<file path="config.mk">
export PLATFORM = sky130hd
export DESIGN_NAME = cmf_fifo_ctrl
export DESIGN_NICKNAME = d
export VERILOG_FILES = /design/src/rtl/cmf_pkg.sv /design/src/rtl/cmf_fifo_ctrl.sv /design/src/rtl/cmf_ring_ptr.sv
export SDC_FILE = /design/constraint.sdc
export NUM_CORES = 1
export LEC_CHECK = 0
export BUFFER_PORTS_ARGS = -buffer_cell sky130_fd_sc_hd__buf_2
export CAP_MARGIN = 20
export CORE_AREA = 2 2 100 102
export DETAILED_ROUTE_END_ITERATION = 7
export DIE_AREA = 0 0 102 104
export PLACE_DENSITY = 0.76
export REMOVE_ABC_BUFFERS = 1
export SLEW_MARGIN = 15
export SYNTH_ARGS = -nofsm -noshare
export SYNTH_HDL_FRONTEND = slang
export SYNTH_SLANG_ARGS = --single-unit
</file>
<file path="constraint.sdc">
create_clock -name i_core_clk -period 4.75 [get_ports i_core_clk]
set_input_delay 0.7125 -clock i_core_clk [delete_from_list [all_inputs] [get_ports i_core_clk]]
set_output_delay 0.7125 -clock i_core_clk [all_outputs]
set_load 0.05 [all_outputs]
</file>
<file path="src/rtl/cmf_pkg.sv">
// package: register layout, field positions and carrier structs for the message fifo control block
package cmf_pkg;
  // ---------------------------------------------------------------
  // register selects on the register port
  // ---------------------------------------------------------------
  localparam logic [1:0] REG_FIFO_CONTROL = 2'h0;
  localparam logic [1:0] REG_FIFO_STATUS = 2'h1;
  localparam logic [1:0] REG_USER_ADDRESS = 2'h2;
  // ---------------------------------------------------------------
  // control field positions
  // ---------------------------------------------------------------
  localparam int CTL_PLSZ_LSB = 29;
  localparam int CTL_DEPTH_LSB = 24;
  localparam int CTL_RETRY_LSB = 21;
  localparam int CTL_PRIO_LSB = 16;
  localparam int CTL_CLEAR_BIT = 10;
  localparam int CTL_SEND_BIT = 9;
  localparam int CTL_ADV_BIT = 8;
  localparam int CTL_DIR_BIT = 7;
  localparam int CTL_RTR_BIT = 6;
  localparam int CTL_TS_BIT = 5;
  localparam int CTL_ATIE_BIT = 4;
  localparam int CTL_OVIE_BIT = 3;
  localparam int CTL_EFIE_BIT = 2;
  localparam int CTL_HLIE_BIT = 1;
  localparam int CTL_NNIE_BIT = 0;
  // ---------------------------------------------------------------
  // status field positions
  // ---------------------------------------------------------------
  localparam int STA_INDEX_LSB = 8;
  localparam int STA_ABT_BIT = 7;
  localparam int STA_ARB_BIT = 6;
  localparam int STA_ERR_BIT = 5;
  localparam int STA_AT_BIT = 4;
  localparam int STA_OV_BIT = 3;
  localparam int STA_EF_BIT = 2;
  localparam int STA_HL_BIT = 1;
  localparam int STA_NN_BIT = 0;
  // ---------------------------------------------------------------
  // reset value and retry limit codes
  // ---------------------------------------------------------------
  localparam logic [1:0] RST_RETRY = 2'h3;
  localparam logic [1:0] RETRY_OFF = 2'h0;
  localparam logic [1:0] RETRY_THREE = 2'h1;
  localparam logic [1:0] THREE_ATTEMPTS = 2'h3;
  // ---------------------------------------------------------------
  // carriers
  // ---------------------------------------------------------------
  typedef struct packed {
    logic wr;
    logic [1:0] sel;
    logic [31:0] wdata;
  } cmf_reg_req_s;
  typedef struct packed {
    logic done;
    logic aborted;
    logic arb_lost;
    logic bus_err;
  } cmf_tx_outcome_s;
  typedef enum logic [1:0] {
    CMF_IDLE = 2'b00,
    CMF_CLEAR = 2'b01,
    CMF_SEND = 2'b11
  } cmf_state_e;
endpackage

</file>
<file path="src/rtl/cmf_fifo_ctrl.sv">
// module: control and status logic of one message fifo or the transmit queue
`timescale 1ns/100ps
// How it works
// - queue empty flag when nothing queued; not-full flag while a slot free
// - message index counts from zero up to depth minus one
// - outcome bits clear on send request set or host zero write
// - outcome bits change only on completion, send request set, host status write or fifo reset
// - queue user address reads the head address
// - payload code picks 8,12,16,20,24,32,48 or 64 bytes
// - depth is field value plus one messages
// - retry field sets limit when global enable set: none, three, unlimited
// - priority field ranks fifos, 31 highest, 0 lowest
// - payload, depth, direction, timestamp fields writable only in configuration mode
// - clear bit resets fifo, self-clears, held in configuration mode
// - send request queues transmit, self-clears when all sent; no effect receiving
// - writing zero to a set send request aborts pending transmission
// - advance bit moves head (transmit) or tail (receive) one message
// - direction bit: one transmit, zero receive, steers all dependent fields
// - matching remote request sets send request when auto reply enabled
// - timestamp enable makes received objects carry timestamp
// - three enables gate occupancy flags according to direction
// - index shows next transmit message or next receive slot
// - each transmission reports abort, arbitration loss, bus error
// - attempts flag only transmit, overflow flag only receive, else zero
// - receive user address reads tail; transmit reads head
module cmf_fifo_ctrl #(
  parameter int IDX_W = 5,
  parameter logic [31:0] RAM_BASE = 32'h0000_0400,
  parameter bit IS_TXQ = 1'b0
) (
  input wire logic i_core_clk, // core clock
  input wire logic i_sys_rst, // sync reset, active high
  input wire cmf_pkg::cmf_reg_req_s i_req, // register write port
  output logic [31:0] o_control, // control register read
  output logic [31:0] o_status, // status register read
  output logic [31:0] o_user_addr, // user address read
  input wire logic i_config_mode, // controller in configuration mode
  input wire logic i_retry_global_en, // global retry limit enable
  input wire logic i_engine_push, // engine stored a received message
  input wire logic i_engine_pop, // engine sent a queued message
  input wire cmf_pkg::cmf_tx_outcome_s i_outcome, // transmit outcome
  input wire logic i_attempts_out, // attempts exhausted event
  input wire logic i_overflow, // receive overflow event
  input wire logic i_remote_req, // matching remote request received
  output logic o_send_pending, // fifo wants to transmit
  output logic [4:0] o_tx_priority, // transmit rank
  output logic [1:0] o_retry_limit, // 0 none, 1 three, 3 unlimited
  output logic [6:0] o_payload_bytes, // bytes per message
  output logic o_store_timestamp, // keep timestamp in rx objects
  output logic o_abort_req, // abort pulse to engine
  output logic o_irq // gated occupancy or event flag
);
  localparam int CNT_W = IDX_W + 1;
  initial
  begin
    if (IDX_W != 5) $error("cmf_fifo_ctrl: depth field is five bits");
  end
  // ---------------------------------------------------------------
  // control fields
  // ---------------------------------------------------------------
  logic [2:0] payload_size_q;
  logic [IDX_W-1:0] fifo_depth_q;
  logic [1:0] retry_limit_q;
  logic [4:0] tx_priority_q;
  logic direction_select_q;
  logic auto_remote_reply_en_q;
  logic rx_timestamp_en_q;
  logic [4:0] ie_q;
  logic fifo_clear_q;
  logic send_request_q;
  cmf_pkg::cmf_state_e state_q;
  logic [CNT_W-1:0] count_q;
  logic [IDX_W-1:0] head_idx;
  logic [IDX_W-1:0] tail_idx;
  logic aborted_status_q;
  logic arbitration_lost_status_q;
  logic bus_error_status_q;
  logic attempts_exhausted_flag_q;
  logic overflow_flag_q;
  logic ctl_wr;
  logic sta_wr;
  logic is_tx;
  logic host_adv;
  logic head_step;
  logic tail_step;
  logic send_set;
  logic send_abort;
  logic [CNT_W-1:0] depth_msgs;
  logic empty;
  logic full;
  logic half;
  logic empty_full_flag;
  logic half_level_flag;
  logic notfull_notempty_flag;
  logic [IDX_W-1:0] msg_index;
  logic [IDX_W-1:0] user_idx;

  assign ctl_wr = i_req.wr && i_req.sel == cmf_pkg::REG_FIFO_CONTROL;
  assign sta_wr = i_req.wr && i_req.sel == cmf_pkg::REG_FIFO_STATUS;
  assign is_tx = IS_TXQ ? 1'b1 : direction_select_q;
  assign host_adv = ctl_wr && i_req.wdata[cmf_pkg::CTL_ADV_BIT] && !fifo_clear_q;
  // receive fifo: host frees a slot at tail, engine fills at head
  assign head_step = is_tx ? host_adv : i_engine_push;
  assign tail_step = is_tx ? i_engine_pop : host_adv;
  assign send_set = is_tx && ((ctl_wr && i_req.wdata[cmf_pkg::CTL_SEND_BIT] && !send_request_q)
                    || (auto_remote_reply_en_q && i_remote_req && !IS_TXQ));
  assign send_abort = ctl_wr && send_request_q && !i_req.wdata[cmf_pkg::CTL_SEND_BIT];

  // ---------------------------------------------------------------
  // configuration-mode fields
  // ---------------------------------------------------------------
  always_ff @(posedge i_core_clk)
  begin
    if (i_sys_rst)
    begin
      payload_size_q <= 3'h0;
      fifo_depth_q <= '0;
      direction_select_q <= IS_TXQ;
      rx_timestamp_en_q <= 1'b0;
    end
    else if (ctl_wr && i_config_mode)
    begin
      payload_size_q <= i_req.wdata[cmf_pkg::CTL_PLSZ_LSB +: 3];
      fifo_depth_q <= i_req.wdata[cmf_pkg::CTL_DEPTH_LSB +: IDX_W];
      direction_select_q <= IS_TXQ ? 1'b1 : i_req.wdata[cmf_pkg::CTL_DIR_BIT];
      rx_timestamp_en_q <= IS_TXQ ? 1'b0 : i_req.wdata[cmf_pkg::CTL_TS_BIT];
    end
  end

  // ---------------------------------------------------------------
  // freely writable fields
  // ---------------------------------------------------------------
  always_ff @(posedge i_core_clk)
  begin
    if (i_sys_rst)
    begin
      retry_limit_q <= cmf_pkg::RST_RETRY;
      tx_priority_q <= 5'h00;
      auto_remote_reply_en_q <= 1'b0;
      ie_q <= 5'h00;
    end
    else if (ctl_wr)
    begin
      retry_limit_q <= i_req.wdata[cmf_pkg::CTL_RETRY_LSB +: 2];
      tx_priority_q <= i_req.wdata[cmf_pkg::CTL_PRIO_LSB +: 5];
      auto_remote_reply_en_q <= IS_TXQ ? 1'b0 : i_req.wdata[cmf_pkg::CTL_RTR_BIT];
      ie_q <= i_req.wdata[cmf_pkg::CTL_ATIE_BIT:cmf_pkg::CTL_NNIE_BIT];
    end
  end

  // ---------------------------------------------------------------
  // clear and send sequencing
  // ---------------------------------------------------------------
  always_ff @(posedge i_core_clk)
  begin
    if (i_sys_rst)
    begin
      state_q <= cmf_pkg::CMF_CLEAR;
      fifo_clear_q <= 1'b1;
      send_request_q <= 1'b0;
    end
    else
    begin
      case (state_q)
        cmf_pkg::CMF_CLEAR:
        begin
          // held while configuring; released once normal operation resumes
          send_request_q <= 1'b0;
          if (!i_config_mode)
          begin
            fifo_clear_q <= 1'b0;
            state_q <= cmf_pkg::CMF_IDLE;
          end
        end
        cmf_pkg::CMF_IDLE, cmf_pkg::CMF_SEND:
        begin
          if (i_config_mode || (ctl_wr && i_req.wdata[cmf_pkg::CTL_CLEAR_BIT]))
          begin
            fifo_clear_q <= 1'b1;
            send_request_q <= 1'b0;
            state_q <= cmf_pkg::CMF_CLEAR;
          end
          else if (send_set)
          begin
            send_request_q <= 1'b1;
            state_q <= cmf_pkg::CMF_SEND;
          end
          else if (send_abort || (send_request_q && i_outcome.done && count_q == CNT_W'(1) && i_engine_pop))
          begin
            send_request_q <= 1'b0;
            state_q <= cmf_pkg::CMF_IDLE;
          end
        end
        default:
        begin
          state_q <= cmf_pkg::CMF_CLEAR;
          fifo_clear_q <= 1'b1;
          send_request_q <= 1'b0;
        end
      endcase
    end
  end
  assign o_abort_req = send_abort && is_tx;

  // ---------------------------------------------------------------
  // pointers and occupancy
  // ---------------------------------------------------------------
  cmf_ring_ptr #(.IDX_W(IDX_W)) u_head (
    .i_core_clk(i_core_clk),
    .i_sys_rst(i_sys_rst),
    .i_clear(fifo_clear_q),
    .i_step(head_step && !full),
    .i_depth_code(fifo_depth_q),
    .o_idx(head_idx)
  );
  cmf_ring_ptr #(.IDX_W(IDX_W)) u_tail (
    .i_core_clk(i_core_clk),
    .i_sys_rst(i_sys_rst),
    .i_clear(fifo_clear_q),
    .i_step(tail_step && !empty),
    .i_depth_code(fifo_depth_q),
    .o_idx(tail_idx)
  );
  always_ff @(posedge i_core_clk)
  begin
    if (i_sys_rst || fifo_clear_q)
      count_q <= '0;
    else if ((head_step && !full) && !(tail_step && !empty))
      count_q <= CNT_W'(count_q + 1'b1);
    else if (!(head_step && !full) && (tail_step && !empty))
      count_q <= CNT_W'(count_q - 1'b1);
  end
  assign depth_msgs = CNT_W'({1'b0, fifo_depth_q} + 1'b1);
  assign empty = count_q == '0;
  assign full = count_q == depth_msgs;
  assign half = is_tx ? ({count_q, 1'b0} <= {1'b0, depth_msgs}) : ({count_q, 1'b0} >= {1'b0, depth_msgs});
  assign empty_full_flag = is_tx ? empty : full;
  assign half_level_flag = half;
  assign notfull_notempty_flag = is_tx ? !full : !empty;
  assign msg_index = is_tx ? tail_idx : head_idx;
  assign user_idx = is_tx ? head_idx : tail_idx;

  // ---------------------------------------------------------------
  // transmit outcome and event flags
  // ---------------------------------------------------------------
  always_ff @(posedge i_core_clk)
  begin
    if (i_sys_rst || fifo_clear_q)
    begin
      aborted_status_q <= 1'b0;
      arbitration_lost_status_q <= 1'b0;
      bus_error_status_q <= 1'b0;
    end
    else if (is_tx && i_outcome.done)
    begin
      aborted_status_q <= i_outcome.aborted;
      arbitration_lost_status_q <= i_outcome.arb_lost;
      bus_error_status_q <= i_outcome.bus_err;
    end
    else if (send_set)
    begin
      aborted_status_q <= 1'b0;
      arbitration_lost_status_q <= 1'b0;
      bus_error_status_q <= 1'b0;
    end
    else if (sta_wr)
    begin
      aborted_status_q <= aborted_status_q & i_req.wdata[cmf_pkg::STA_ABT_BIT];
      arbitration_lost_status_q <= arbitration_lost_status_q & i_req.wdata[cmf_pkg::STA_ARB_BIT];
      bus_error_status_q <= bus_error_status_q & i_req.wdata[cmf_pkg::STA_ERR_BIT];
    end
  end
  // event set wins over a host clear in the same cycle
  always_ff @(posedge i_core_clk)
  begin
    if (i_sys_rst || fifo_clear_q)
    begin
      attempts_exhausted_flag_q <= 1'b0;
      overflow_flag_q <= 1'b0;
    end
    else
    begin
      attempts_exhausted_flag_q <= (is_tx && i_attempts_out) || (attempts_exhausted_flag_q
                                   && !(sta_wr && !i_req.wdata[cmf_pkg::STA_AT_BIT]));
      overflow_flag_q <= (!is_tx && i_overflow) || (overflow_flag_q
                         && !(sta_wr && !i_req.wdata[cmf_pkg::STA_OV_BIT]));
    end
  end

  // ---------------------------------------------------------------
  // engine-facing outputs and read data
  // ---------------------------------------------------------------
  assign o_send_pending = send_request_q && is_tx && !empty;
  assign o_tx_priority = tx_priority_q;
  assign o_retry_limit = !i_retry_global_en ? cmf_pkg::THREE_ATTEMPTS
                       : (retry_limit_q == cmf_pkg::RETRY_OFF) ? cmf_pkg::RETRY_OFF
                       : (retry_limit_q == cmf_pkg::RETRY_THREE) ? cmf_pkg::RETRY_THREE
                       : cmf_pkg::THREE_ATTEMPTS;
  always_comb
  begin
    case (payload_size_q)
      3'h0: o_payload_bytes = 7'h08;
      3'h1: o_payload_bytes = 7'h0C;
      3'h2: o_payload_bytes = 7'h10;
      3'h3: o_payload_bytes = 7'h14;
      3'h4: o_payload_bytes = 7'h18;
      3'h5: o_payload_bytes = 7'h20;
      3'h6: o_payload_bytes = 7'h30;
      default: o_payload_bytes = 7'h40;
    endcase
  end
  assign o_store_timestamp = !is_tx && rx_timestamp_en_q;
  assign o_irq = (ie_q[4] && attempts_exhausted_flag_q) || (ie_q[3] && overflow_flag_q)
               || (ie_q[2] && empty_full_flag) || (ie_q[1] && half_level_flag)
               || (ie_q[0] && notfull_notempty_flag);

  always_comb
  begin
    o_control = 32'h0000_0000;
    o_control[cmf_pkg::CTL_PLSZ_LSB +: 3] = payload_size_q;
    o_control[cmf_pkg::CTL_DEPTH_LSB +: IDX_W] = fifo_depth_q;
    o_control[cmf_pkg::CTL_RETRY_LSB +: 2] = retry_limit_q;
    o_control[cmf_pkg::CTL_PRIO_LSB +: 5] = tx_priority_q;
    o_control[cmf_pkg::CTL_CLEAR_BIT] = fifo_clear_q;
    o_control[cmf_pkg::CTL_SEND_BIT] = send_request_q;
    o_control[cmf_pkg::CTL_DIR_BIT] = is_tx;
    o_control[cmf_pkg::CTL_RTR_BIT] = auto_remote_reply_en_q;
    o_control[cmf_pkg::CTL_TS_BIT] = rx_timestamp_en_q;
    o_control[cmf_pkg::CTL_ATIE_BIT:cmf_pkg::CTL_NNIE_BIT] = ie_q;
    if (IS_TXQ)
    begin
      o_control[cmf_pkg::CTL_OVIE_BIT] = 1'b0;
      o_control[cmf_pkg::CTL_HLIE_BIT] = 1'b0;
    end
  end
  always_comb
  begin
    o_status = 32'h0000_0000;
    o_status[cmf_pkg::STA_INDEX_LSB +: IDX_W] = msg_index;
    o_status[cmf_pkg::STA_ABT_BIT] = aborted_status_q;
    o_status[cmf_pkg::STA_ARB_BIT] = arbitration_lost_status_q;
    o_status[cmf_pkg::STA_ERR_BIT] = bus_error_status_q;
    o_status[cmf_pkg::STA_AT_BIT] = attempts_exhausted_flag_q && is_tx;
    o_status[cmf_pkg::STA_OV_BIT] = overflow_flag_q && !is_tx;
    o_status[cmf_pkg::STA_EF_BIT] = empty_full_flag;
    o_status[cmf_pkg::STA_HL_BIT] = IS_TXQ ? 1'b0 : half_level_flag;
    o_status[cmf_pkg::STA_NN_BIT] = notfull_notempty_flag;
  end
  // address scaled by object size; header overhead omitted for simplicity
  assign o_user_addr = RAM_BASE + 32'(user_idx) * 32'(o_payload_bytes);

  // ---------------------------------------------------------------
  // checks
  // ---------------------------------------------------------------
  index_range_a: assert property (@(posedge i_core_clk) disable iff (i_sys_rst)
    o_status[12:8] <= fifo_depth_q) else $error("index beyond depth");
  empty_flag_a: assert property (@(posedge i_core_clk) disable iff (i_sys_rst)
    is_tx |-> (o_status[2] == (count_q == '0))) else $error("empty flag wrong");
  notfull_flag_a: assert property (@(posedge i_core_clk) disable iff (i_sys_rst)
    is_tx |-> (o_status[0] != full)) else $error("not-full flag wrong");
  outcome_clear_a: assert property (@(posedge i_core_clk) disable iff (i_sys_rst)
    (send_set && !i_outcome.done && !fifo_clear_q) |=> o_status[7:5] == 3'h0)
    else $error("outcome not cleared by send request");
  outcome_hold_a: assert property (@(posedge i_core_clk) disable iff (i_sys_rst)
    (!i_outcome.done && !send_set && !sta_wr && !fifo_clear_q) |=> $stable(o_status[7:5]))
    else $error("outcome changed without cause");
  cfg_lock_a: assert property (@(posedge i_core_clk) disable iff (i_sys_rst)
    (ctl_wr && !i_config_mode) |=> $stable(o_control[31:24])) else $error("config field changed");
  clear_release_a: assert property (@(posedge i_core_clk) disable iff (i_sys_rst)
    (fifo_clear_q && !i_config_mode) |=> !fifo_clear_q ##0 count_q == '0) else $error("clear stuck");
  abort_pulse_a: assert property (@(posedge i_core_clk) disable iff (i_sys_rst)
    (o_abort_req && !i_config_mode && !i_req.wdata[10]) |=> !send_request_q) else $error("abort ignored");
  rx_send_a: assert property (@(posedge i_core_clk) disable iff (i_sys_rst)
    !is_tx |-> !o_send_pending) else $error("receive fifo sending");
  count_step_a: assert property (@(posedge i_core_clk) disable iff (i_sys_rst)
    (head_step && !full && !tail_step && !fifo_clear_q) |=> count_q == $past(count_q) + 1'b1)
    else $error("count did not follow head");
  dir_flags_a: assert property (@(posedge i_core_clk) disable iff (i_sys_rst)
    is_tx |-> !o_status[3]) else $error("overflow shown in transmit");
  fill_cov: cover property (@(posedge i_core_clk) disable iff (i_sys_rst) full ##[1:200] empty);
  send_cov: cover property (@(posedge i_core_clk) disable iff (i_sys_rst) send_set ##[1:20] i_outcome.done);
  abort_cov: cover property (@(posedge i_core_clk) disable iff (i_sys_rst) o_abort_req);
endmodule // cmf_fifo_ctrl

</file>
<file path="src/rtl/cmf_ring_ptr.sv">
// module: wrapping message pointer over the configured depth
`timescale 1ns/100ps
module cmf_ring_ptr #(
  parameter int IDX_W = 5
) (
  input wire logic i_core_clk, // core clock
  input wire logic i_sys_rst, // sync reset, active high
  input wire logic i_clear, // return to slot zero
  input wire logic i_step, // advance one message
  input wire logic [IDX_W-1:0] i_depth_code, // depth minus one
  output logic [IDX_W-1:0] o_idx // current slot
);
  initial
  begin
    if (IDX_W < 1 || IDX_W > 8) $error("cmf_ring_ptr: IDX_W out of range");
  end
  always_ff @(posedge i_core_clk)
  begin
    if (i_sys_rst || i_clear)
      o_idx <= '0;
    else if (i_step)
      o_idx <= (o_idx == i_depth_code) ? '0 : IDX_W'(o_idx + 1'b1);
  end
endmodule // cmf_ring_ptr

</file>
=== Word-level counts from Yosys, hierarchy flattened ===
Cells that the tools add are included.

* Reduce and logical (&&, ||, !) cells: 71
* Add/sub/neg operators: 6
* $lt $le $gt $ge: 2
* Mux-type cells: 34
* Multipliers: 1
* Equal/unequal tests: 17
* Bitwise operators: 4

{| class="wikitable"
|+ Operators by type and width
! cell !! number
|-
| one-hot mux 7 bit (7 select lines) || 1
|-
| logical AND 1 bit || 37
|-
| two-way mux 5 bit || 4
|-
| two-way mux 1 bit || 18
|-
| two-way mux 2 bit || 7
|-
| adder 11 x 12 -> 13 bit, first input constant || 1
|-
| zero test 1 bit || 12
|-
| multiplier 5 x 7 -> 12 bit || 1
|-
| two-way mux 6 bit || 2
|-
| adder 5 x 1 -> 5 bit, second input constant || 2
|-
| == test 5 bit || 2
|-
| logical OR 1 bit || 10
|-
| == test 3 bit, second input constant || 3
|-
| greater-or-equal comparator 7 x 6 -> 1 bit || 1
|-
| <= comparator 7 x 6 -> 1 bit || 1
|-
| adder 5 x 1 -> 6 bit, second input constant || 1
|-
| adder 6 x 1 -> 6 bit, second input constant || 1
|-
| == test 2 x 1 -> 1 bit, second input constant || 3
|-
| == test 3 x 2 -> 1 bit, second input constant || 2
|-
| == test 6 x 1 -> 1 bit, second input constant || 1
|-
| == test 6 bit || 1
|-
| zero test 2 bit || 3
|-
| zero test 6 bit || 1
|-
| subtractor 6 x 1 -> 6 bit, second input constant || 1
|-
| other kinds (14) || 19
|}

* Register bits after elaboration: 48
* Input bits: 48
* Output and inout bits: 114
* Word-level logic and storage cells: 154

=== Logic depth before layout (Yosys ltp) ===
Gate-level depths: netlist of the first run.

* Depth in word-level cells: 10
* Gate-level depth with buffers: 18
* Mapped depth without buffers: 17

=== Cells and area by module ===
From an unflattened synthesis of the first run, not the netlist that was laid out.

* Cell total of the unflattened synthesis: 528
* Area, all modules: 4220.3 sq um

{| class="wikitable"
|+ Modules (own cells, without submodules)
! module !! times used !! area each (sq um) !! sequential area each (sq um) !! cells an instance
|-
| cmf_fifo_ctrl || 1 || 3642.2 || 760.7 || 474
|-
| cmf_ring_ptr || 2 || 289.0 || 100.1 || 27
|}

=== Least setup slack after synthesis of the first run ===
No wires, ideal clock.

* Path type: register to output
* Start point: reg payload_size_q[0]
* End point: out o_user_addr[12]
* Arrival: 4.933 ns
* Path buffers: 0
* Required time: 4.038 ns
* Cell stages (with the launch flop): 14
* Path slack: -0.896 ns
* Cell sequence: dfxtp_1 nand2b_1 inv_1 nand2_1 fa_1 fa_1 fa_1 inv_1 ha_1 a21o_1 a21oi_1 o21ai_0 o41ai_1 xor2_1

* Word-level cells in the longest chain between the ends: 4
* Elaborated cells between the ends (all ways): 10
* Those cells by class: 1 x add/sub; 1 x mul; 6 x eq/ne; 1 x mux; 1 x reduce/logical

{| class="wikitable"
|+ RTL lines
! element !! RTL line !! text
|-
| start, declared || cmf_fifo_ctrl.sv:61 || <nowiki>logic [2:0] payload_size_q;</nowiki>
|-
| start signal, assigned || cmf_fifo_ctrl.sv:123 || <nowiki>payload_size_q <= i_req.wdata[cmf_pkg::CTL_PLSZ_LSB +: 3];</nowiki>
|-
| == test 3 bit, or another cell as far along || cmf_fifo_ctrl.sv:301 || <nowiki>case (payload_size_q)</nowiki>
|-
| one-hot mux 7 bit (7 select lines) (*) || cmf_fifo_ctrl.sv:301 ||
|-
| net o_payload_bytes[2] || cmf_fifo_ctrl.sv:48 || <nowiki>output logic [6:0] o_payload_bytes,</nowiki>
|-
| multiplier 5 x 7 -> 12 bit (*) || cmf_fifo_ctrl.sv:350 || <nowiki>assign o_user_addr = RAM_BASE + 32'(user_idx) * 32'(o_payload_bytes);</nowiki>
|-
| adder 11 x 12 -> 13 bit (*) || cmf_fifo_ctrl.sv:350 ||
|-
| end, declared || cmf_fifo_ctrl.sv:36 || <nowiki>output logic [31:0] o_user_addr,</nowiki>
|}

Mark *: on every way through the listed nets, which the timed path passes. The rest lies on a longest branch.

=== Worst setup path in the final report of the first run ===
* Start point: reg direction_select_q
* End point: out o_user_addr[12]

* Word-level cells in the longest chain between the ends: 3

{| class="wikitable"
|+ RTL lines
! element !! RTL line !! text
|-
| start, declared || cmf_fifo_ctrl.sv:65 || <nowiki>logic direction_select_q;</nowiki>
|-
| start signal, assigned || cmf_fifo_ctrl.sv:125 || <nowiki>direction_select_q <= IS_TXQ ? 1'b1 : i_req.wdata[cmf_pkg::CTL_DIR_BIT];</nowiki>
|-
| two-way mux 5 bit || cmf_fifo_ctrl.sv:241 || <nowiki>assign user_idx = is_tx ? head_idx : tail_idx;</nowiki>
|-
| multiplier 5 x 7 -> 12 bit || cmf_fifo_ctrl.sv:350 ||
|-
| adder 11 x 12 -> 13 bit || cmf_fifo_ctrl.sv:350 ||
|}

No other way between the ends.

==> out/qor.csv, run 1 <==
metric,value,unit
status,completed,
final slew viol count,0,
Syn Area/Cell,7.85,sq um
CTS tree,built,
max incr delay on CP,520,ps
largest family of logic cells by synthesized area,simple AND/OR/NAND/NOR gates,
setup ws final,33.5,ps
RSZ-0062 raised after global routing,yes,
Clock Power Share,30.2,%
cell mode on critical path,fa_1,
hold_buf cts,0,
mux cell area share after synthesis,3.56,%
top sig layer,met4,
share of layout cells above drive strength 1,30.6,%
Routed WL,9.92,mm
critical path startpoint category,flip-flop,
Seq pwr share,42.2,%
post-DP HPWL,7.81,mm
CORE AREA,9550,sq um
routed wl met3,639,um
share of power burned in combinational logic,27.6,%
main flop type after synthesis,dfxtp_1,
Synth Area in Adders,15.7,%
number of buffers and inverters on the critical path,2,
CTS H-Tree Depth,2,
PwrDens,202,nW/um^2
TritonCTS buffer count,5,
Finished Layout Cells,774,
Starting Density,43.8,%
Post-synth EDFFs,0,
CP max stage cell,fa_1,
P_leak,2.46,nW
CTS sink count,48,
die span in x,102,um
Die Ht,104,um
vias in the first global route,3532,
io pins,162,
total track usage,18.5,%
clock skew,11.0,ps
antenna cells,0,
asr flop ratio synth,0,%
placed cell count,758,
P&R area growth vs syn,19.6,%
Hold Path Class,flip-flop to flip-flop,
fmax,212,MHz
WP data required,4040,ps
Fin. Hold Viols,0,
Worst-path clk slew,100,ps
Syn Std Cell Area,4180,sq um
initial antenna violation count,0,
per-cell routed wire length,12.8,um
post-synthesis register bit count,48,
Crit path max-delay family,adder cells,
Hold WS,476,ps
final core occ,52.4,%
wire length of the first global-routing pass,16.2,mm
gp weighted congestion,0.826,
Post-Synth Simple-Gate Area,20.0,%
Worst VDD drop,167,uV
pre-CTS WS,-118,ps
CP Cell Sequence,mux2_2 -> nand2_2 -> fa_1 -> fa_1 -> fa_1 -> inv_1 -> ha_1 -> a21o_1 -> a21oi_2 -> o21ai_2 -> o41ai_2 -> xor2_1 -> buf_4,
max_slew headroom,58.2,%
CP endpoint kind,primary output,
xor/xnor share of the synthesized area,8.14,%
die footprint,10600,sq um
Net Sw Power,0.375,mW
Critical Path AT,4000,ps
number of endpoints failing setup at the final stage,0,
Remaining DRCs,0,
Max Cap Violations,0,
clock latency on the worst-skew pair,310,ps
Cell Rows,36,
Initial DRC Count,147,
period utilization,99.3,%
internal power,0.635,mW
Via density,4.82,
final net count,735,
number of port buffers,106,
Mapped Cells,533,
Sw Ratio,37.1,%
largest net degree at the start of global routing,30,
routed length on met2,5.01,mm
M1 wire length,4.14,mm
Final Critical Period,4720,ps
clk buf depth,2,
ANT nets after route,0,
crit-path max FO,6,
GRT Residual Overflow,0,
Crit Path Class,flip-flop to primary output,
via count,3727,
sequential share of the synthesized area,23.0,%
Syn. warnings,0,
Compound-Gate Fraction of Synth Area,11.8,%
CTS root buf,clkbuf_8,
drt first pass iters,4,
slew at the pin with the worst max-slew slack,624,ps
synth unique cells,55,
-- routing by layer --
metal  GRT usage (%)  vias to the layer above
met5               0                        -
met3            3.76                       10
met2            32.7                      122
li1                -                     1863
met4            3.90                        0
met1            22.9                     1732
-- worst register-to-register path, stage by stage, from the launching register on --
cell     delay [ps]
dfxtp_1         560
ha_1            290
xnor2_2         150
xnor2_1         130
nor4_4          450
a21oi_2         200
ha_1            340
or4_1           420
a21oi_1         210
o21ai_0         130
xor2_1          150
nor2_1           50
-- registers in the layout (all words and copies together) (netlist names), 2 cells and up --
register / cells
payload_size_q: 3
retry_limit_q: 2
o_tx_priority: 5
u_head.o_idx: 5
count_q: 6
state_q: 2
u_tail.o_idx: 5
fifo_depth_q: 5
ie_q: 5
-- repair_timing --
action,CTS,global route
hold endpoints to repair,0,0
pin swaps,14,14
setup endpoints to repair,5,4
buffers inserted,2,5
resized for setup,27,23
-- power by group through the flow --
stage	clock network, mW	logic [mW]	registers (mW)
6_report	0.305	0.279	0.427
5_1_grt	0.325	0.297	0.429
4_1_cts	0.312	0.276	0.426
3_5_place_dp	0	0.275	0.437
3_3_place_gp	0	0.270	0.436
2_1_floorplan	0	0.185	0.464
-- cell usage after synthesis, drive strengths merged, types with 2 or more instances --
cell type	count	area, sq um
a21o	3	22.5
a21oi	39	199
a32o	4	40.0
and2	5	31.3
and3	2	12.5
buf	74	537
clkbuf	14	52.6
dfxtp	48	961
fa	9	180
ha	38	475
inv	40	153
mux2	7	78.8
mux2i	7	70.1
nand2	81	304
nand2b	7	43.8
nand3	17	85.1
nand3b	3	22.5
nand4	6	37.5
nor2	38	143
nor2b	3	18.8
nor3	8	40.0
nor3b	2	20.0
nor4	2	27.5
o2111ai	3	26.3
o21ai	13	65.1
o41ai	3	52.6
or2	3	18.8
xnor2	18	165
xor2	20	175
-- through the flow --
stage	instance area [sq um]	setup TNS, ps	power (mW)
after detailed placement	4660	-157	0.712
final	5000	0	1.01
after global routing	5000	-282	1.05
after global placement	4660	0	0.706
after floorplan	3770	-5720	0.648
after CTS	4880	0	1.01
-- worst paths after layout --
check             slack (ps)  cells after the start               start              end
setup / recovery          30                     13  direction_select_q  o_user_addr[12]
hold / removal           480                      2             ie_q[3]          ie_q[3]
setup reg to reg        1550                     11     fifo_depth_q[0]       count_q[5]
hold reg to reg          480                      2             ie_q[3]          ie_q[3]
-- layout by cell type, fill, tap and decap left out, types with 5 or more instances in the layout --
cell / synthesis / layout
nand2b_1: 7 / 6
mux2_2: 7 / 7
a21oi_1: 38 / 36
fa_1: 9 / 8
o21ai_0: 13 / 11
clkbuf_8: 0 / 5
buf_4: 65 / 34
nor2_1: 38 / 34
ha_1: 38 / 36
nand3_1: 17 / 17
and2_1: 5 / 5
xor2_1: 20 / 20
conb_1: 1 / 49
inv_1: 39 / 35
nand4_1: 6 / 6
dfxtp_1: 48 / 42
nor3_1: 8 / 8
buf_2: 6 / 102
nand2_1: 81 / 79
xnor2_1: 17 / 17
-- cell families (layout without fill, tap and decap cells) --
group                    Yosys count  after routing
AO/OA/AOI/OAI                     76             76
XOR/XNOR                          38             38
adder cells (fa/ha/maj)           47             47
buffers and inverters            128            188
flip-flops                        48             48
multiplexers                      14             14
other                              1             49
AND/OR/NAND/NOR                  181            181
-- cell type report --
class	count	area (sq um)
Sequential cell	48	973
Fill cell	926	4550
Clock inverter	3	46.3
Multi-Input combinational cell	405	2780
Tap cell	133	166
Clock buffer	5	68.8
Inverter	40	153
Timing Repair Buffer	140	811
(Power assumes the default switching activity.)
==> inputs of run 2 (changes only) <==
--- a/config.mk
+++ b/config.mk
@@ -11,7 +11,6 @@
 export DETAILED_ROUTE_END_ITERATION = 7
 export DIE_AREA = 0 0 102 104
 export PLACE_DENSITY = 0.76
-export REMOVE_ABC_BUFFERS = 1
 export SLEW_MARGIN = 15
 export SYNTH_ARGS = -nofsm -noshare
 export SYNTH_HDL_FRONTEND = slang
==> run 2 against run 1 <==
Net effect: the run now ends with negative setup slack left; core utilization shrank 0.96 points; die area is the same; total power shrank 6.4%; first-iteration DRC count grew 44%; critical path depth grew 1; clock power shrank 21%; clock skew grew 1.0 ps; sequential cell count is the same; non-clock buffer count shrank 16; hold slack lost 3.7 ps; count of clock-buffer cells in the layout grew 2.
==> out/qor.csv, run 2 (synthesis results as in run 1) <==
metric,value,unit
antenna cells,0,
Starting Density,43.8,%
CTS tree,built,
top sig layer,met4,
Largest Register,count_q,
final slew viol count,0,
die footprint,10600,sq um
P&R area growth vs syn,17.4,%
CORE AREA,9550,sq um
clock latency on the worst-skew pair,300,ps
Seq pwr share,45.2,%
P_leak,2.40,nW
share of power burned in combinational logic,29.4,%
Hold WS,472,ps
CTS root buf,clkbuf_8,
Via density,4.83,
Final Critical Period,4760,ps
PwrDens,193,nW/um^2
WP data required,4040,ps
Cell Rows,36,
initial antenna violation count,0,
RSZ-0062 raised after global routing,yes,
CP endpoint kind,primary output,
Max Cap Violations,0,
per-cell routed wire length,12.9,um
Net Sw Power,0.367,mW
CTS sink count,48,
"commonest non-fill, non-tap cell in the layout",buf_2,
max_slew headroom,31.6,%
post-DP HPWL,7.77,mm
Die Ht,104,um
io pins,162,
via count,3664,
failing checks,negative setup slack,
clock skew,12.0,ps
M1 wire length,3.99,mm
total track usage,18.4,%
Worst VDD drop,181,uV
max reg flops,6,
wire length of the first global-routing pass,16.1,mm
Initial DRC Count,212,
crit-path max FO,5,
setup ws final,-10.7,ps
Fin. Hold Viols,0,
Critical Path AT,4050,ps
final core occ,51.4,%
routed wl met3,716,um
Remaining DRCs,0,
period utilization,100,%
die span in x,102,um
fmax,210,MHz
Hold Path Class,flip-flop to flip-flop,
TritonCTS buffer count,5,
Routed WL,9.81,mm
internal power,0.578,mW
status,finished with violations,
ANT nets after route,0,
gp weighted congestion,0.849,
hold path depth,2,
r2r worst-path depth,11,
GRT Residual Overflow,0,
Sw Ratio,38.9,%
drt first pass iters,4,
clk buf depth,2,
number of port buffers,106,
CTS H-Tree Depth,2,
slew at the pin with the worst max-slew slack,1020,ps
routed length on met2,4.97,mm
number of endpoints failing setup at the final stage,1,
share of layout cells above drive strength 1,29.0,%
vias in the first global route,3459,
final net count,719,
Worst-path clk slew,100,ps
"commonest non-fill, non-tap cells in the layout","102 x buf_2, 77 x nand2_1, 49 x conb_1, 41 x dfxtp_1, 37 x ha_1",
Clock Power Share,25.5,%
critical path startpoint category,flip-flop,
Crit Path Class,flip-flop to primary output,
largest net degree at the start of global routing,30,
-- run 2: cell count changes in the layout (fill, tap and decap cells not counted), moves of 2 or more --
cell | previous run | this run
mux2_2 | 7 | 5
inv_2 | 4 | 2
xnor2_2 | 1 | 4
clkbuf_1 | 0 | 2
nand2_1 | 79 | 77
buf_6 | 4 | 7
mux2_4 | 0 | 2
dfxtp_4 | 2 | 4
nand2_4 | 0 | 2
xnor2_1 | 17 | 14
buf_4 | 34 | 15
-- run 2: layout make-up --
cell class	instances	area, sq um
clock buffer	7	76.3
clock inverter	1	5.00
fill	949	4640
inverter	40	163
multi-input combinational	405	2820
sequential	48	980
tap	133	166
timing repair buffer	124	702
-- run 2: final timing paths --
path,to,startpoint,slack [ps]
max,o_user_addr[12],direction_select_q,-10
min,o_tx_priority[2],o_tx_priority[2],470
max reg2reg,count_q[5],fifo_depth_q[0],1590
min reg2reg,o_tx_priority[2],o_tx_priority[2],470
-- run 2: worst max-delay path: stages, from the launching register on --
cell and delay (ps):
dfxtp_4 430, mux2i_4 270, buf_6 130, nand2b_1 110, fa_1 420, fa_1 460, fa_1 520, inv_1 50
ha_1 280, a21o_1 170, a21oi_2 170, o21ai_2 100, o41ai_4 270, xor2_2 180, buf_6 170
-- run 2: through the flow --
step	power [mW]	setup WS (ps)	cell area, sq um	std cells	TNS, ps
after floorplan	0.698	-43.1	4480	581	-43.1
after global placement	0.703	85.0	4660	745	0
after detailed placement	0.711	-56.6	4660	745	-76.5
after CTS	0.950	-18.6	4820	756	-18.6
after global routing	0.986	-161	4910	758	-309
final	0.946	-10.7	4910	758	-10.7
-- run 2: metal layers --
metal  up-vias  GRT usage (%)
li1       1830              -
met4         0           4.76
met5         -              0
met1      1677           22.8
met2       143           31.8
met3        14           4.10
-- run 2: power by group through the flow --
stage | clock, mW | combinational (mW) | sequential [mW]
3_3_place_gp | 0 | 0.267 | 0.436
3_5_place_dp | 0 | 0.274 | 0.437
4_1_cts | 0.248 | 0.275 | 0.427
6_report | 0.241 | 0.278 | 0.427
2_1_floorplan | 0 | 0.250 | 0.448
5_1_grt | 0.260 | 0.297 | 0.429
-- run 2: timing repair --
action                     4_1_cts  5_1_grt
setup buffers                    3        2
setup endpoints to repair        4        5
hold buffers                     0        0
pin swaps                        4        5
gates cloned                     0        0
gates resized for setup         15       22
==> inputs of run 3 (changes only) <==
--- a/config.mk
+++ b/config.mk
@@ -11,7 +11,9 @@
 export DETAILED_ROUTE_END_ITERATION = 7
 export DIE_AREA = 0 0 102 104
 export PLACE_DENSITY = 0.76
+export SETUP_SLACK_MARGIN = 0.15
 export SLEW_MARGIN = 15
 export SYNTH_ARGS = -nofsm -noshare
 export SYNTH_HDL_FRONTEND = slang
+export SYNTH_HIERARCHICAL = 1
 export SYNTH_SLANG_ARGS = --single-unit
==> run 3 against run 2 <==
Net effect: fmax is 1.0% lower; sequential share of layout area is 0.91 points lower; combinational power is 1% higher; total power is 0.42% higher; synthesized area is 0.93% higher; clock power hardly changed; the flow still finishes with violations (negative setup slack); largest cell class unchanged.
==> out/qor.csv, run 3 <==
metric,value,unit
initial antenna violation count,0,
Initial DRC Count,94,
Die Ht,104,um
top-count cell post-synth,nand2_1,
"Non-Filler Cell Area, Final",5120,sq um
via count,3808,
Starting Density,44.2,%
Max Cap Violations,0,
Fill cells,914,
Synth top area share,22.8,%
period utilization,101,%
ANT nets after route,0,
slew at the pin with the worst max-slew slack,997,ps
RSZ-0062 raised after global routing,yes,
CTS sink count,48,
setup ws final,-59.0,ps
Largest Register,count_q,
Hold Path Class,flip-flop to flip-flop,
synth unique cells,54,
P&R area growth vs syn,21.4,%
asr flop ratio synth,0,%
r2r worst-path depth,12,
gp weighted congestion,0.831,
CTS root buf,clkbuf_8,
total power,0.949,mW
hold path depth,2,
vias in the first global route,3809,
synth cell count leaders,"71 x nand2_1, 65 x buf_4, 48 x dfxtp_1",
final net count,734,
status,finished with violations,
CTS H-Tree Depth,2,
fmax,208,MHz
per-cell routed wire length,13.7,um
Via density,4.93,
cell mode on critical path,fa_1,
PwrDens,185,nW/um^2
worst hold endpoint,o_tx_priority[4],
Synth area leaders,"dfxtp_1 23%, buf_4 12%, ha_1 11%",
max_slew headroom,33.2,%
Crit Path Class,flip-flop to primary output,
pre-CTS WS,-182,ps
drt first pass iters,4,
total track usage,20.2,%
hold_sp,o_tx_priority[4],
RR Startpoint,direction_select_q,
Critical Path AT,4100,ps
main flop type after synthesis,dfxtp_1,
"commonest non-fill, non-tap cell in the layout",buf_2,
number of buffers and inverters on the critical path,4,
"reg-to-reg slack, setup",1220,ps
Fin. Hold Viols,0,
Fin Setup TNS,-59.0,ps
CORE AREA,9550,sq um
CP endpoint kind,primary output,
post-DP HPWL,8.22,mm
crit-path max FO,6,
Crit path max-delay family,adder cells,
WP data required,4040,ps
"commonest non-fill, non-tap cells in the layout","101 x buf_2, 66 x nand2_1, 49 x conb_1, 44 x dfxtp_1",
antenna cells,0,
final core occ,53.7,%
Syn Area/Cell,7.99,sq um
max incr delay on CP,530,ps
CP max stage cell,fa_1,
Final Critical Period,4810,ps
final slew viol count,0,
clk buf depth,2,
post-synthesis register bit count,48,
Post-synth EDFFs,0,
TritonCTS buffer count,5,
clock latency on the worst-skew pair,310,ps
failing checks,negative setup slack,
CP Cell Sequence,mux2i_4 -> nor2_2 -> fa_1 -> fa_1 -> inv_1 -> fa_1 -> inv_2 -> ha_4 -> nor2b_2 -> o21ai_2 -> a21boi_2 -> buf_4 -> o211ai_1 -> nand3_4 -> buf_8,
FF-to-FF End,count_q[5],
Remaining DRCs,0,
clock skew,6.52,ps
hold_buf cts,0,
max reg flops,6,
P_leak,2.48,nW
CTS tree,built,
critical path startpoint category,flip-flop,
Worst-path clk slew,90,ps
io pins,162,
share of layout cells above drive strength 1,31.6,%
biggest area consumer among synthesized cells,dfxtp_1,
Syn Std Cell Area,4220,sq um
largest net degree at the start of global routing,31,
Worst VDD drop,222,uV
Syn. warnings,6,
number of port buffers,106,
Cell Rows,36,
die span in x,102,um
GRT Residual Overflow,0,
number of endpoints failing setup at the final stage,1,
wire length of the first global-routing pass,17.5,mm
Mapped Cells,528,
sequential share of the synthesized area,22.8,%
die footprint,10600,sq um
Routed WL,10.6,mm
post-place instance area,4760,sq um
## run 3: changes by cell type after synthesis, sizes merged, moves of 4 or more
cell and change:
a211oi +11, nor3 -5, or2 +4, nand2 -10, buf -5
## run 3: routing by layer
| metal | vias to the layer above | wire, um | part of all wire (%) | GRT usage [%] |
|---|---|---|---|---|
| li1 | 1883 | - | - | - |
| met1 | 1780 | 4200 | 40 | 22.9 |
| met2 | 127 | 5590 | 53 | 37.1 |
| met3 | 18 | 548 | 5.2 | 3.83 |
| met4 | 0 | 223 | 2.1 | 6.57 |
| met5 | - | 0 | 0 | 0 |
## run 3: final cells by class
cell class,instances,area (sq um),area share (%)
multi-input combinational,406,2930,57.1
sequential,48,976,19.0
clock inverter,1,5.00,0.0977
inverter,42,168,3.27
clock buffer,6,72.6,1.42
timing repair buffer,136,810,15.8
tap,133,166,3.25
## run 3: cells by family (layout without fill, tap and decap cells)
logic type      count (synthesis)  after routing  share of synthesized area (%)
mux                            16             16                           4.00
buf+inv                       122            185                           16.9
other cells                     1             49                         0.0889
compound gates                 82             82                           12.1
flops                          48             48                           22.8
xor+xnor                       36             36                           7.47
simple gates                  176            176                           21.1
fa+ha+maj                      47             47                           15.5
## run 3: what timing repair did
item | CTS | global route
buffers inserted | 10 | 3
pin swaps | 9 | 4
endpoints found under the setup margin | 5 | 5
cloned | 0 | 0
resized for setup | 31 | 15
## run 3: worst max path at each step
stage                           end  slack [ps]  cells past startpoint          startpoint
floorplan           o_user_addr[12]        -120                     14   payload_size_q[2]
global placement    o_user_addr[11]          -6                     14  direction_select_q
detailed placement  o_user_addr[11]        -180                     14  direction_select_q
CTS                 o_user_addr[12]         -30                     13  direction_select_q
global route        o_user_addr[11]        -190                     17   payload_size_q[2]
finish              o_user_addr[11]         -60                     15  direction_select_q
## run 3: through the flow
stage | std cells | hold WS, ps
2_1_floorplan | 576 | 445
3_3_place_gp | 752 | 451
3_5_place_dp | 752 | 459
4_1_cts | 769 | 475
5_1_grt | 772 | 506
6_report | 772 | 475
## run 3: worst reg2reg max path, stage by stage (launching register included)
cell and delay, ps:
dfxtp_4 430, buf_6 150, buf_4 150, buf_4 260
inv_1 200, or4_1 520, a21oi_1 570, ha_1 440
nand4_1 160, a21oi_2 180, a21boi_2 190, xnor2_1 130
nor2_1 50
## run 3: power breakdown
part / internal (mW) / leakage [nW] / switching (mW)
Combinational: 0.0683 / 2.05 / 0.213
Clock: 0.100 / 0.0410 / 0.138
Sequential: 0.412 / 0.392 / 0.0179
